### config.mk
export PLATFORM = sky130hd
export DESIGN_NAME = dtc_top
export DESIGN_NICKNAME = d
export VERILOG_FILES = /design/src/dtc_pkg.sv /design/src/dtc_dcnt.sv /design/src/dtc_top.sv
export SDC_FILE = /design/constraint.sdc
export NUM_CORES = 1
export LEC_CHECK = 0
export CORE_ASPECT_RATIO = 0.8
export CORE_MARGIN = 1.5
export CORE_UTILIZATION = 40
export CTS_CLUSTER_DIAMETER = 100
export CTS_CLUSTER_SIZE = 14
export DETAILED_ROUTE_END_ITERATION = 6
export DONT_BUFFER_PORTS = 1
export PLACE_DENSITY = 0.53
export SLEW_MARGIN = 20
export SYNTH_ARGS = -nofsm -noshare
export SYNTH_HDL_FRONTEND = slang
export SYNTH_HIERARCHICAL = 1
export SYNTH_SLANG_ARGS = --single-unit
export TNS_END_PERCENT = 10
### constraint.sdc
create_clock -name mclk -period 7.4 [get_ports mclk]
set_clock_uncertainty 0.05 [all_clocks]
set_input_delay 1.11 -clock mclk [delete_from_list [all_inputs] [get_ports mclk]]
set_output_delay 1.11 -clock mclk [all_outputs]
set_load 0.01 [all_outputs]
### src/dtc_pkg.sv
package dtc_pkg;

  // apb register byte offsets
  localparam logic [7:0] OFS_MODE = 8'h00;  // mode register image
  localparam logic [7:0] OFS_CFG  = 8'h04;  // precharge and clock period
  localparam logic [7:0] OFS_STAT = 8'h08;  // live device state
  localparam logic [7:0] OFS_ERR  = 8'h0c;  // sticky spacing, clock-change and suspect-read errors, w1c

  // mode register field positions
  localparam int MR_AL_LSB   = 0;   // additive latency, 3 bits
  localparam int MR_WR_LSB   = 4;   // write recovery in cycles, 4 bits
  localparam int MR_GR_LSB   = 8;   // speed grade, 2 bits
  localparam int MR_DQS_BIT  = 10;  // 0: differential strobe
  localparam int MR_SLOW_BIT = 12;  // 1: slow active power-down exit

  // config register field positions
  localparam int CF_TRP_LSB = 0;   // precharge period in ps
  localparam int CF_TCK_LSB = 16;  // average clock period in ps

  // reset values
  localparam logic [31:0] MODE_RST = 32'h0000_0000;
  localparam logic [31:0] CFG_RST  = 32'h0bb8_3a98;  // 3000 ps, 15000 ps
  localparam logic [7:0]  TNRP_RST = 8'h05;          // matches CFG_RST

  // status register bit positions
  localparam int ST_ODT      = 0;
  localparam int ST_PD       = 1;
  localparam int ST_SREF     = 2;
  localparam int ST_APD      = 3;
  localparam int ST_FOK      = 4;
  localparam int ST_DQSD     = 5;
  localparam int ST_BUSY     = 6;
  localparam int ST_TNRP_LSB = 8;
  localparam int ST_TDAL_LSB = 16;

  // error register bit positions
  localparam int ERR_W      = 5;
  localparam int ER_ACT_PDX = 0;  // activate too soon after exit
  localparam int ER_RD_PDX  = 1;  // read too soon after active exit
  localparam int ER_ACT_DAL = 2;  // activate inside write-ap interval
  localparam int ER_FREQ    = 3;  // clock change outside allowed states
  localparam int ER_SUSPECT = 4;  // read of possibly corrupt data

  // speed grades
  localparam logic [1:0] GR_667  = 2'b00;
  localparam logic [1:0] GR_800  = 2'b01;
  localparam logic [1:0] GR_1066 = 2'b10;

  // timing in clock cycles (nCK); clock period in ns
  localparam int ODT_ON_NCK       = 2;
  localparam int ODT_OFF_HALF_NCK = 5;  // 2.5 cycles in half cycles
  localparam int ODT_OFF_NCK      = (ODT_OFF_HALF_NCK + 1) / 2;
  localparam int XP_NCK_STD       = 2;
  localparam int XP_NCK_1066      = 3;
  localparam int XARD_FAST_NCK    = 2;
  localparam int XARDS_667_NCK    = 8;
  localparam int XARDS_OTH_NCK    = 7;
  localparam int CLK_PERIOD_NS    = 100;

  // spacing counter slots
  localparam int CI_ON   = 0;
  localparam int CI_OFF  = 1;
  localparam int CI_XP   = 2;
  localparam int CI_XARD = 3;
  localparam int CI_DAL  = 4;
  localparam int N_CNT   = 5;

  // registered command codes
  typedef enum logic [2:0] {
    CMD_NOP  = 3'b000,
    CMD_ACT  = 3'b001,
    CMD_RD   = 3'b010,
    CMD_WR   = 3'b011,
    CMD_WRA  = 3'b100,
    CMD_PRE  = 3'b101,
    CMD_SREF = 3'b110,
    CMD_MRS  = 3'b111
  } dtc_cmd_e;

  // pins from the controller
  typedef struct packed {
    logic       cke;      // clock enable
    logic       odt;      // termination control
    logic       clk_chg;  // controller is changing clock rate
    logic       cap_err;  // write capture setup/hold violated
    logic [2:0] cmd;      // registered command code
  } dtc_pins_s;

  // whole state of the top module except the spacing counters
  typedef struct packed {
    dtc_pins_s        m1;        // first sync stage
    dtc_pins_s        s;         // second sync stage
    logic             cke_p;     // previous cke
    logic             odt_p;     // previous odt
    logic [31:0]      mode;
    logic [31:0]      cfg;
    logic [7:0]       tnrp;
    logic [15:0]      rem;
    logic             busy;
    logic             bank_open;
    logic             pd;
    logic             apd;
    logic             sref;
    logic             suspect;
    logic             on_pend;
    logic             off_pend;
    logic             odt_term;
    logic [ERR_W-1:0] err;
    logic             pready;
    logic             pslverr;
    logic [31:0]      prdata;
    logic             dqs_diff;
    logic             freq_ok;
  } dtc_state_s;

endpackage

### src/dtc_dcnt.sv
`timescale 1ns/1ps
// loadable down-counter; zero means the spacing has elapsed
module dtc_dcnt #(
  parameter int W = 8
) (
  // clock and reset
  input  wire logic         mclk,
  input  wire logic         rst,
  // load side
  input  wire logic         load,
  input  wire logic [W-1:0] val,
  // status
  output logic              zero
);

  logic [W-1:0] cnt_q;  // whole state
  logic [W-1:0] cnt_d;

  // load wins; otherwise count real edges down to zero and stay
  always_comb begin
    cnt_d = cnt_q;
    if (load) begin
      cnt_d = val;
    end else if (cnt_q != '0) begin
      cnt_d = cnt_q - W'(1);
    end
  end

  always_ff @(posedge mclk or posedge rst) begin
    if (rst) begin
      cnt_q <= '0;
    end else begin
      cnt_q <= cnt_d;
    end
  end

  assign zero = (cnt_q == '0);

endmodule // dtc_dcnt

### src/dtc_top.sv
`timescale 1ns/1ps
// How it works
// (RULE1) mode bit 12 picks fast/slow exit
// (RULE2) termination starts two edges after odt high
// (RULE3) termination stops 2.5 cycles after odt low
// (RULE4) clock change only in self refresh/precharge pd
// (RULE5) nanosecond spacings rounded up to cycles
// (RULE6) write-ap interval is wr plus rounded trp
// (RULE7) activate two or three edges after exit
// (RULE8) all spacings count real clock edges
// (RULE9) mode bit 10 zero means differential strobe
// (RULE10) long write postamble is no error
// (RULE11) capture violation data rewritten before read
// (RULE12) slow exit read waits 8-al or 7-al
// (RULE13) spacings kept as loaded down-counters
module dtc_top #(
  parameter int CNT_W = 8
) (
  // clock and reset
  input  wire logic              mclk,
  input  wire logic              rst,
  // apb slave
  input  wire logic              psel,
  input  wire logic              penable,
  input  wire logic              pwrite,
  input  wire logic [7:0]        paddr,
  input  wire logic [31:0]       pwdata,
  output logic      [31:0]       prdata,
  output logic                   pready,
  output logic                   pslverr,
  // pins from the controller
  input  wire dtc_pkg::dtc_pins_s pins,
  // device outputs
  output logic                   odt_term,
  output logic                   dqs_diff,
  output logic                   freq_ok
);
  import dtc_pkg::*;

  // counter must hold the widest write-ap interval
  if (CNT_W < 8) begin : g_chk
    $error("dtc_top: CNT_W must be at least 8");
  end

  dtc_state_s s_q;  // registered state
  dtc_state_s n;    // next state

  // decoded fields and events
  logic [2:0]       al;          // additive latency
  logic [3:0]       wr;          // write recovery
  logic [1:0]       grade;       // speed grade
  logic             slow_exit;   // slow active pd exit selected
  logic [15:0]      trp_ps;      // precharge period
  logic [15:0]      tck_ps;      // average clock period
  logic [7:0]       tdal;        // write-ap to activate
  dtc_cmd_e         cmd;         // synchronised command
  logic             odt_rise;
  logic             odt_fall;
  logic             pd_entry;
  logic             pd_exit;
  logic             sref_exit;
  logic [CNT_W-1:0] xp_nck;
  logic [CNT_W-1:0] xard_nck;
  logic             setup;       // apb setup phase seen
  logic             access;      // apb access completes
  logic             mapped;      // address hits a register

  // spacing counters
  logic [N_CNT-1:0] load_v;
  logic [CNT_W-1:0] val_v [N_CNT];
  logic [N_CNT-1:0] zero_v;

  // does this offset name a register
  function automatic logic hit(input logic [7:0] a);
    return (a == OFS_MODE) || (a == OFS_CFG) ||
           (a == OFS_STAT) || (a == OFS_ERR);
  endfunction

  // field decode from the mode and config images
  assign al        = s_q.mode[MR_AL_LSB +: 3];
  assign wr        = s_q.mode[MR_WR_LSB +: 4];
  assign grade     = s_q.mode[MR_GR_LSB +: 2];
  assign slow_exit = s_q.mode[MR_SLOW_BIT];
  assign trp_ps    = s_q.cfg[CF_TRP_LSB +: 16];
  assign tck_ps    = s_q.cfg[CF_TCK_LSB +: 16];
  assign tdal      = 8'(wr) + s_q.tnrp;  // [RULE6]
  assign cmd       = dtc_cmd_e'(s_q.s.cmd);

  // edges on synchronised pins, one per real clock edge [RULE8]
  assign odt_rise  = s_q.s.odt & ~s_q.odt_p;
  assign odt_fall  = ~s_q.s.odt & s_q.odt_p;
  assign pd_entry  = ~s_q.s.cke & s_q.cke_p & ~s_q.pd & ~s_q.sref;
  assign pd_exit   = s_q.s.cke & ~s_q.cke_p & s_q.pd;
  assign sref_exit = s_q.s.cke & ~s_q.cke_p & s_q.sref;

  // exit-to-activate: 3 edges at the fastest grade, else 2 [RULE7]
  assign xp_nck = (grade == GR_1066) ? CNT_W'(XP_NCK_1066)
                                     : CNT_W'(XP_NCK_STD);

  // exit-to-read chosen by mode bit 12 [RULE1] [RULE12]
  always_comb begin
    xard_nck = CNT_W'(XARD_FAST_NCK);
    if (slow_exit) begin
      if (grade == GR_667) begin
        xard_nck = CNT_W'(XARDS_667_NCK) - CNT_W'(al);
      end else begin
        xard_nck = CNT_W'(XARDS_OTH_NCK) - CNT_W'(al);
      end
      // large al would wrap; never wait less than one edge
      if (CNT_W'(al) >= CNT_W'(XARDS_OTH_NCK)) begin
        xard_nck = CNT_W'(1);
      end
    end
  end

  // counter loads: count n-1 so the dependent edge is Tm+n [RULE13]
  always_comb begin
    load_v          = '0;
    load_v[CI_ON]   = odt_rise;                    // [RULE2]
    load_v[CI_OFF]  = odt_fall;                    // [RULE3]
    load_v[CI_XP]   = pd_exit;                     // [RULE7]
    load_v[CI_XARD] = pd_exit & s_q.apd;           // [RULE1]
    load_v[CI_DAL]  = (cmd == CMD_WRA);            // [RULE6]
    val_v[CI_ON]    = CNT_W'(ODT_ON_NCK - 2);   // output flop adds an edge
    val_v[CI_OFF]   = CNT_W'(ODT_OFF_NCK - 2);  // output flop adds an edge
    val_v[CI_XP]    = xp_nck - CNT_W'(1);
    val_v[CI_XARD]  = xard_nck - CNT_W'(1);
    val_v[CI_DAL]   = (tdal == 8'h00) ? '0 : CNT_W'(tdal - 8'h01);
  end

  // one counter per tracked spacing
  for (genvar i = 0; i < N_CNT; i++) begin : g_cnt
    dtc_dcnt #(
      .W (CNT_W)
    ) u_cnt (
      .mclk (mclk),
      .rst  (rst),
      .load (load_v[i]),
      .val  (val_v[i]),
      .zero (zero_v[i])
    );
  end

  // apb phases; zero wait states, answer one edge after setup
  assign setup  = psel & ~penable & ~s_q.pready;
  assign access = psel & penable & s_q.pready;
  assign mapped = hit(paddr);

  // next-state logic for the whole block
  always_comb begin
    n = s_q;
    // two-flop synchronisers, then edge history
    n.m1    = pins;
    n.s     = s_q.m1;
    n.cke_p = s_q.s.cke;
    n.odt_p = s_q.s.odt;

    // rounding trp up to cycles by repeated subtraction [RULE5]
    if (s_q.busy) begin
      if (s_q.rem == 16'h0000 || tck_ps == 16'h0000) begin
        n.busy = 1'b0;
      end else begin
        n.rem  = (s_q.rem > tck_ps) ? s_q.rem - tck_ps : 16'h0000;
        n.tnrp = (s_q.tnrp == 8'hff) ? s_q.tnrp : s_q.tnrp + 8'h01;
      end
    end

    // bank tracking for active versus precharge power-down
    unique case (cmd)
      CMD_ACT:  n.bank_open = 1'b1;
      CMD_PRE:  n.bank_open = 1'b0;
      CMD_WRA:  n.bank_open = 1'b0;
      CMD_NOP,
      CMD_RD,
      CMD_WR,
      CMD_SREF,
      CMD_MRS:  n.bank_open = s_q.bank_open;
    endcase

    // power-down and self refresh entry and exit
    if (pd_entry) begin
      if (cmd == CMD_SREF) begin
        n.sref = 1'b1;
      end else begin
        n.pd  = 1'b1;
        n.apd = s_q.bank_open;
      end
    end
    if (pd_exit) begin
      n.pd  = 1'b0;
      n.apd = 1'b0;
    end
    if (sref_exit) begin
      n.sref = 1'b0;
    end

    // termination: off first so a coinciding on wins
    if (odt_rise) begin
      n.on_pend = 1'b1;
    end
    if (odt_fall) begin
      n.off_pend = 1'b1;
    end
    if (s_q.off_pend && zero_v[CI_OFF] && !odt_fall) begin
      n.off_pend = 1'b0;
      n.odt_term = 1'b0;  // [RULE3]
    end
    if (s_q.on_pend && zero_v[CI_ON] && !odt_rise) begin
      n.on_pend  = 1'b0;
      n.odt_term = 1'b1;  // [RULE2]
    end

    // capture violation marks data untrusted until rewritten
    if (cmd == CMD_WR || cmd == CMD_WRA) begin
      n.suspect = 1'b0;  // [RULE11]
    end
    if (s_q.s.cap_err) begin
      n.suspect = 1'b1;  // set beats a same-edge rewrite
    end
    // postamble length is never timed, so a long one raises nothing
    // [RULE10]

    // apb read data and error prepared in setup
    n.pready  = setup;
    n.pslverr = setup & ~mapped;
    n.prdata  = '0;
    if (setup && mapped && !pwrite) begin
      unique case (paddr)
        OFS_MODE: n.prdata = s_q.mode;
        OFS_CFG:  n.prdata = s_q.cfg;
        OFS_STAT: begin
          n.prdata[ST_ODT]               = s_q.odt_term;
          n.prdata[ST_PD]                = s_q.pd;
          n.prdata[ST_SREF]              = s_q.sref;
          n.prdata[ST_APD]               = s_q.apd;
          n.prdata[ST_FOK]               = s_q.freq_ok;
          n.prdata[ST_DQSD]              = s_q.dqs_diff;
          n.prdata[ST_BUSY]              = s_q.busy;
          n.prdata[ST_TNRP_LSB +: 8]     = s_q.tnrp;
          n.prdata[ST_TDAL_LSB +: 8]     = tdal;
        end
        default:  n.prdata[ERR_W-1:0]    = s_q.err;
      endcase
    end

    // apb writes take effect on the completing edge
    if (access && pwrite && mapped) begin
      unique case (paddr)
        OFS_MODE: n.mode = pwdata;
        OFS_CFG: begin
          n.cfg  = pwdata;
          n.rem  = pwdata[CF_TRP_LSB +: 16];
          n.tnrp = 8'h00;
          n.busy = 1'b1;
        end
        OFS_ERR:  n.err  = s_q.err & ~pwdata[ERR_W-1:0];
        default:  n.mode = s_q.mode;  // status is read-only
      endcase
    end

    // spacing, clock-change and suspect-read errors; a new event beats a same-edge clear
    if (cmd == CMD_ACT && !zero_v[CI_XP]) begin
      n.err[ER_ACT_PDX] = 1'b1;  // [RULE7]
    end
    if (cmd == CMD_RD && !zero_v[CI_XARD]) begin
      n.err[ER_RD_PDX] = 1'b1;  // [RULE1]
    end
    if (cmd == CMD_ACT && !zero_v[CI_DAL]) begin
      n.err[ER_ACT_DAL] = 1'b1;  // [RULE5]
    end
    if (s_q.s.clk_chg && !s_q.freq_ok) begin
      n.err[ER_FREQ] = 1'b1;  // [RULE4]
    end
    if (cmd == CMD_RD && s_q.suspect) begin
      n.err[ER_SUSPECT] = 1'b1;  // [RULE11]
    end

    // derived outputs follow the next state
    n.freq_ok  = n.sref | (n.pd & ~n.apd);  // [RULE4]
    n.dqs_diff = ~n.mode[MR_DQS_BIT];       // [RULE9]
  end

  // state register
  always_ff @(posedge mclk or posedge rst) begin
    if (rst) begin
      s_q      <= '0;
      s_q.mode <= MODE_RST;
      s_q.cfg  <= CFG_RST;
      s_q.tnrp <= TNRP_RST;
      s_q.dqs_diff <= ~MODE_RST[MR_DQS_BIT];
    end else begin
      s_q <= n;
    end
  end

  // outputs straight from flops
  assign prdata   = s_q.prdata;
  assign pready   = s_q.pready;
  assign pslverr  = s_q.pslverr;
  assign odt_term = s_q.odt_term;
  assign dqs_diff = s_q.dqs_diff;
  assign freq_ok  = s_q.freq_ok;
endmodule // dtc_top

==> results by group <==
Placed design
  – Dpl ws: 4.19 ns
  – I/O Buffers: 0
  – Global placement routability congestion: 0.836
  – Placed wire-length estimate: 19200 um

Clocking
  – Root Driver: clkbuf_16
  – Worst-Skew Late Latency: between 0.4 and 0.5 ns
  – Clock Sinks: 194
  – Clock slew at reported path FFs: 0.08 ns
  – Clk buf depth: 2
  – Count of hold-fix buffers inserted at cts: 0
  – CTS tree: yes
  – Setup Buffers After CTS: 0
  – Cts bufs inserted: 17
  – H-tree levels: 4
  – CTS resizes: 0

Floorplanning
  – Cell Rows: 52
  – Die width: 185 um
  – I/O pins: between 80 and 90
  – Die span in y: 148 um
  – Full die area: 27400 um2
  – Core footprint: 25600 um2
  – Initial cell density of the core: 41.3%

Route
  – Drt pass-1 iters: 5
  – WL final: 26500 um
  – DR vias/cell: 5.33
  – # DRC: 0
  – DRT iter0 DRCs: between 500 and 600
  – WL/cell: 18.8 um
  – Vias: 7527
  – Final ANT Viol Nets: 0

Timing
  – Worst-Margin Slew: approximately 1.1 ns
  – Setup WS post-layout: 4.18 ns
  – Setup_tns: 0 ns
  – F_max: roughly 0.31 GHz
  – Setup violators final: 0
  – Min Tclk post-route: 3.22 ns
  – Period utilization: 43.5%
  – RSZ-0062 raised after global routing: no
  – Slew margin rel.: approximately 27%
  – Max Slew Vio Count: 0
  – Final Hold Viols: 0

Global route
  – GRT Overall Usage: 20.1%
  – Initial antenna violation count: 0
  – First-pass GRT wire length: approximately 42000 um
  – Via count of the first global-routing pass: 7101
  – Grt ovf: 0
  – Largest net degree at the start of global routing: 86

Outcome
  – Status: finished clean

Logic synthesis
  – Synth Cell Area: 10600 um2
  – Syn Inst Count: about 1100
  – Post-synth top flop: dfrtp_1
  – Synth unique cells: between 70 and 80
  – EDFF count, synth: 0
  – Register area share after synthesis: 46.2%
  – Post-synthesis register bit count: roughly 190
  – Syn_area_per_cell: about 10 um2
  – Yosys warns: 6
  – Async SR Flop Fraction: 100%

Power and ir drop
  – Pint: 1.92 mW
  – Leak: between 5 and 6 nW
  – VDD IR max: 0.176 mV
  – Net load switching power: 0.898 mW
  – Pwr/cell area: 252 nW/um2
  – Clock power share: 32.8%
  – Seq pwr share: 47.0%
  – Sw frac: a little under a third
  – Logic pwr share: 20.2%

Cells and area
  – Multi-input gate area: 5040 um2
  – Filler cell count: 2489
  – Most frequent cells in the layout: dfrtp_1 (177), nand2_1 (123), nor2_1 (95)
  – Nets@finish: 1134
  – Most common cell after layout, fill and taps aside: dfrtp_1
  – Share of layout cells above drive strength 1: roughly 12%
  – Storage cell area: about 5000 um2
  – Final Util: a little over two fifths
  – Antenna fix cells: 0
  – Area Growth Syn to Fin: 6.36%

Setup path
  – Worst EP arrival: 3.50 ns
  – Slowest CP cell: dfstp_2
  – Worst setup EP type: register
  – CP required: 7.68 ns
  – Startpoint types: register
  – Worst Path Max Fanout: 6
  – Worst path cell trace: ha_1 -> inv_1 -> fa_1 -> nand2b_1 -> a21boi_1 -> o21ai_0 -> a211o_1 -> a211oi_2 -> nor2_1 -> a22o_2
  – WS Path Type: register to register
  – Critical Path Max Stage Delay: 0.60 ns

Flow run
  – Maximum capacitance violations: 0

Min path
  – Hold WC Path Type: register to register
-- synth_stat cells, types with 8 or more instances --
cell,count,area [um2]
o22ai_1,8,50.1
a31oi_1,10,62.6
mux2i_1,34,340
xnor2_1,24,210
and3_1,14,87.6
or3_1,11,68.8
buf_4,32,240
nor2b_1,10,62.6
xor2_1,15,131
a21boi_0,8,60.1
dfstp_2,17,447
nor3_1,32,160
nand4_1,10,62.6
nand2b_1,12,75.1
nor4_1,9,56.3
o31ai_1,15,113
a22oi_1,15,113
o21ai_2,15,131
a21oi_1,45,225
dfrtp_1,177,4430
buf_2,18,90.1
ha_1,32,400
inv_1,63,236
o21ai_0,49,245
nand3_1,12,60.1
mux2_2,27,304
nor2_1,95,357
clkbuf_1,19,71.3
nand2_1,123,462
-- per-layer routing --
metal	vias to the layer above	share of wire (%)	global-route usage (%)
met5	-	0	0
met4	0	0.87	4.47
met3	14	4.7	4.63
met2	135	40	26.9
met1	3706	54	32.1
li1	3672	-	-
-- sequential cells by signal, indices dropped and copies added (netlist names) --
register / count
freq_ok: 1
cmd: 3
s_q: 100
pready: 1
al: 3
n: 9
g_cnt.u_cnt/cnt_q: 40
grade: 2
odt_term: 1
prdata: 32
pslverr: 1
dqs_diff: 1
-- path summary, 6_finish.rpt --
check,depth (start not counted),from,slack (ns),endpoint
max,10,s_q[66],4.18,g_cnt[4].u_cnt/cnt_q[1]
min reg2reg,0,n[143],0.30,s_q[143]
max in group asynchronous,2,rst,5.23,s_q[70]
min in group asynchronous,1,rst,0.46,g_cnt[4].u_cnt/cnt_q[3]
min,0,n[143],0.30,s_q[143]
max reg2reg,10,s_q[66],4.18,g_cnt[4].u_cnt/cnt_q[1]
-- kinds of logic (layout without fill, tap and decap cells) --
logic type,Yosys count,count (layout),share of synthesized area [%]
xor gates and xnor gates,39,39,3.24
muxes,65,65,6.64
and+or+nand+nor,377,377,17.9
AOI/OAI and AO/OA,229,229,15.0
DFF,194,194,46.2
other,2,22,0.0712
adders and majority gates,34,34,4.17
buffers and inverters,143,101,6.74
-- critical path: cells and delay by family (launching register included) --
kind                       cells  cell delay [ns]
AOI/OAI and AO/OA              5             1.58
DFF                            1             0.60
adders and majority gates      2             0.57
and+or+nand+nor                2             0.26
buffers and inverters          1             0.05
-- power by group through the flow --
stage	Sequential (mW)	Clock [mW]	Combinational, mW
2_1_floorplan	1.30	0	0.486
3_3_place_gp	1.34	0	0.566
3_5_place_dp	1.34	0	0.570
4_1_cts	1.32	0.952	0.570
5_1_grt	1.35	0.996	0.647
6_report	1.33	0.927	0.569
-- layout make-up --
type,instances,area share (%)
Clock buffer,19,3.86
Clock inverter,13,1.30
Inverter,64,2.19
Multi-Input combinational cell,766,44.9
Sequential cell,194,43.5
Tap cell,351,3.91
Timing Repair Buffer,5,0.335
-- through the flow --
step	instance area [um2]	std cells	hold WS, ns	total power [mW]
detailed placement	10600	1380	0.286	1.91
floorplan	10600	1103	0.281	1.79
global route	11200	1412	0.315	2.99
finish	11200	1412	0.304	2.82
CTS	11200	1412	0.304	2.85
global placement	10600	1380	0.282	1.91
(Power assumes the default switching activity.)
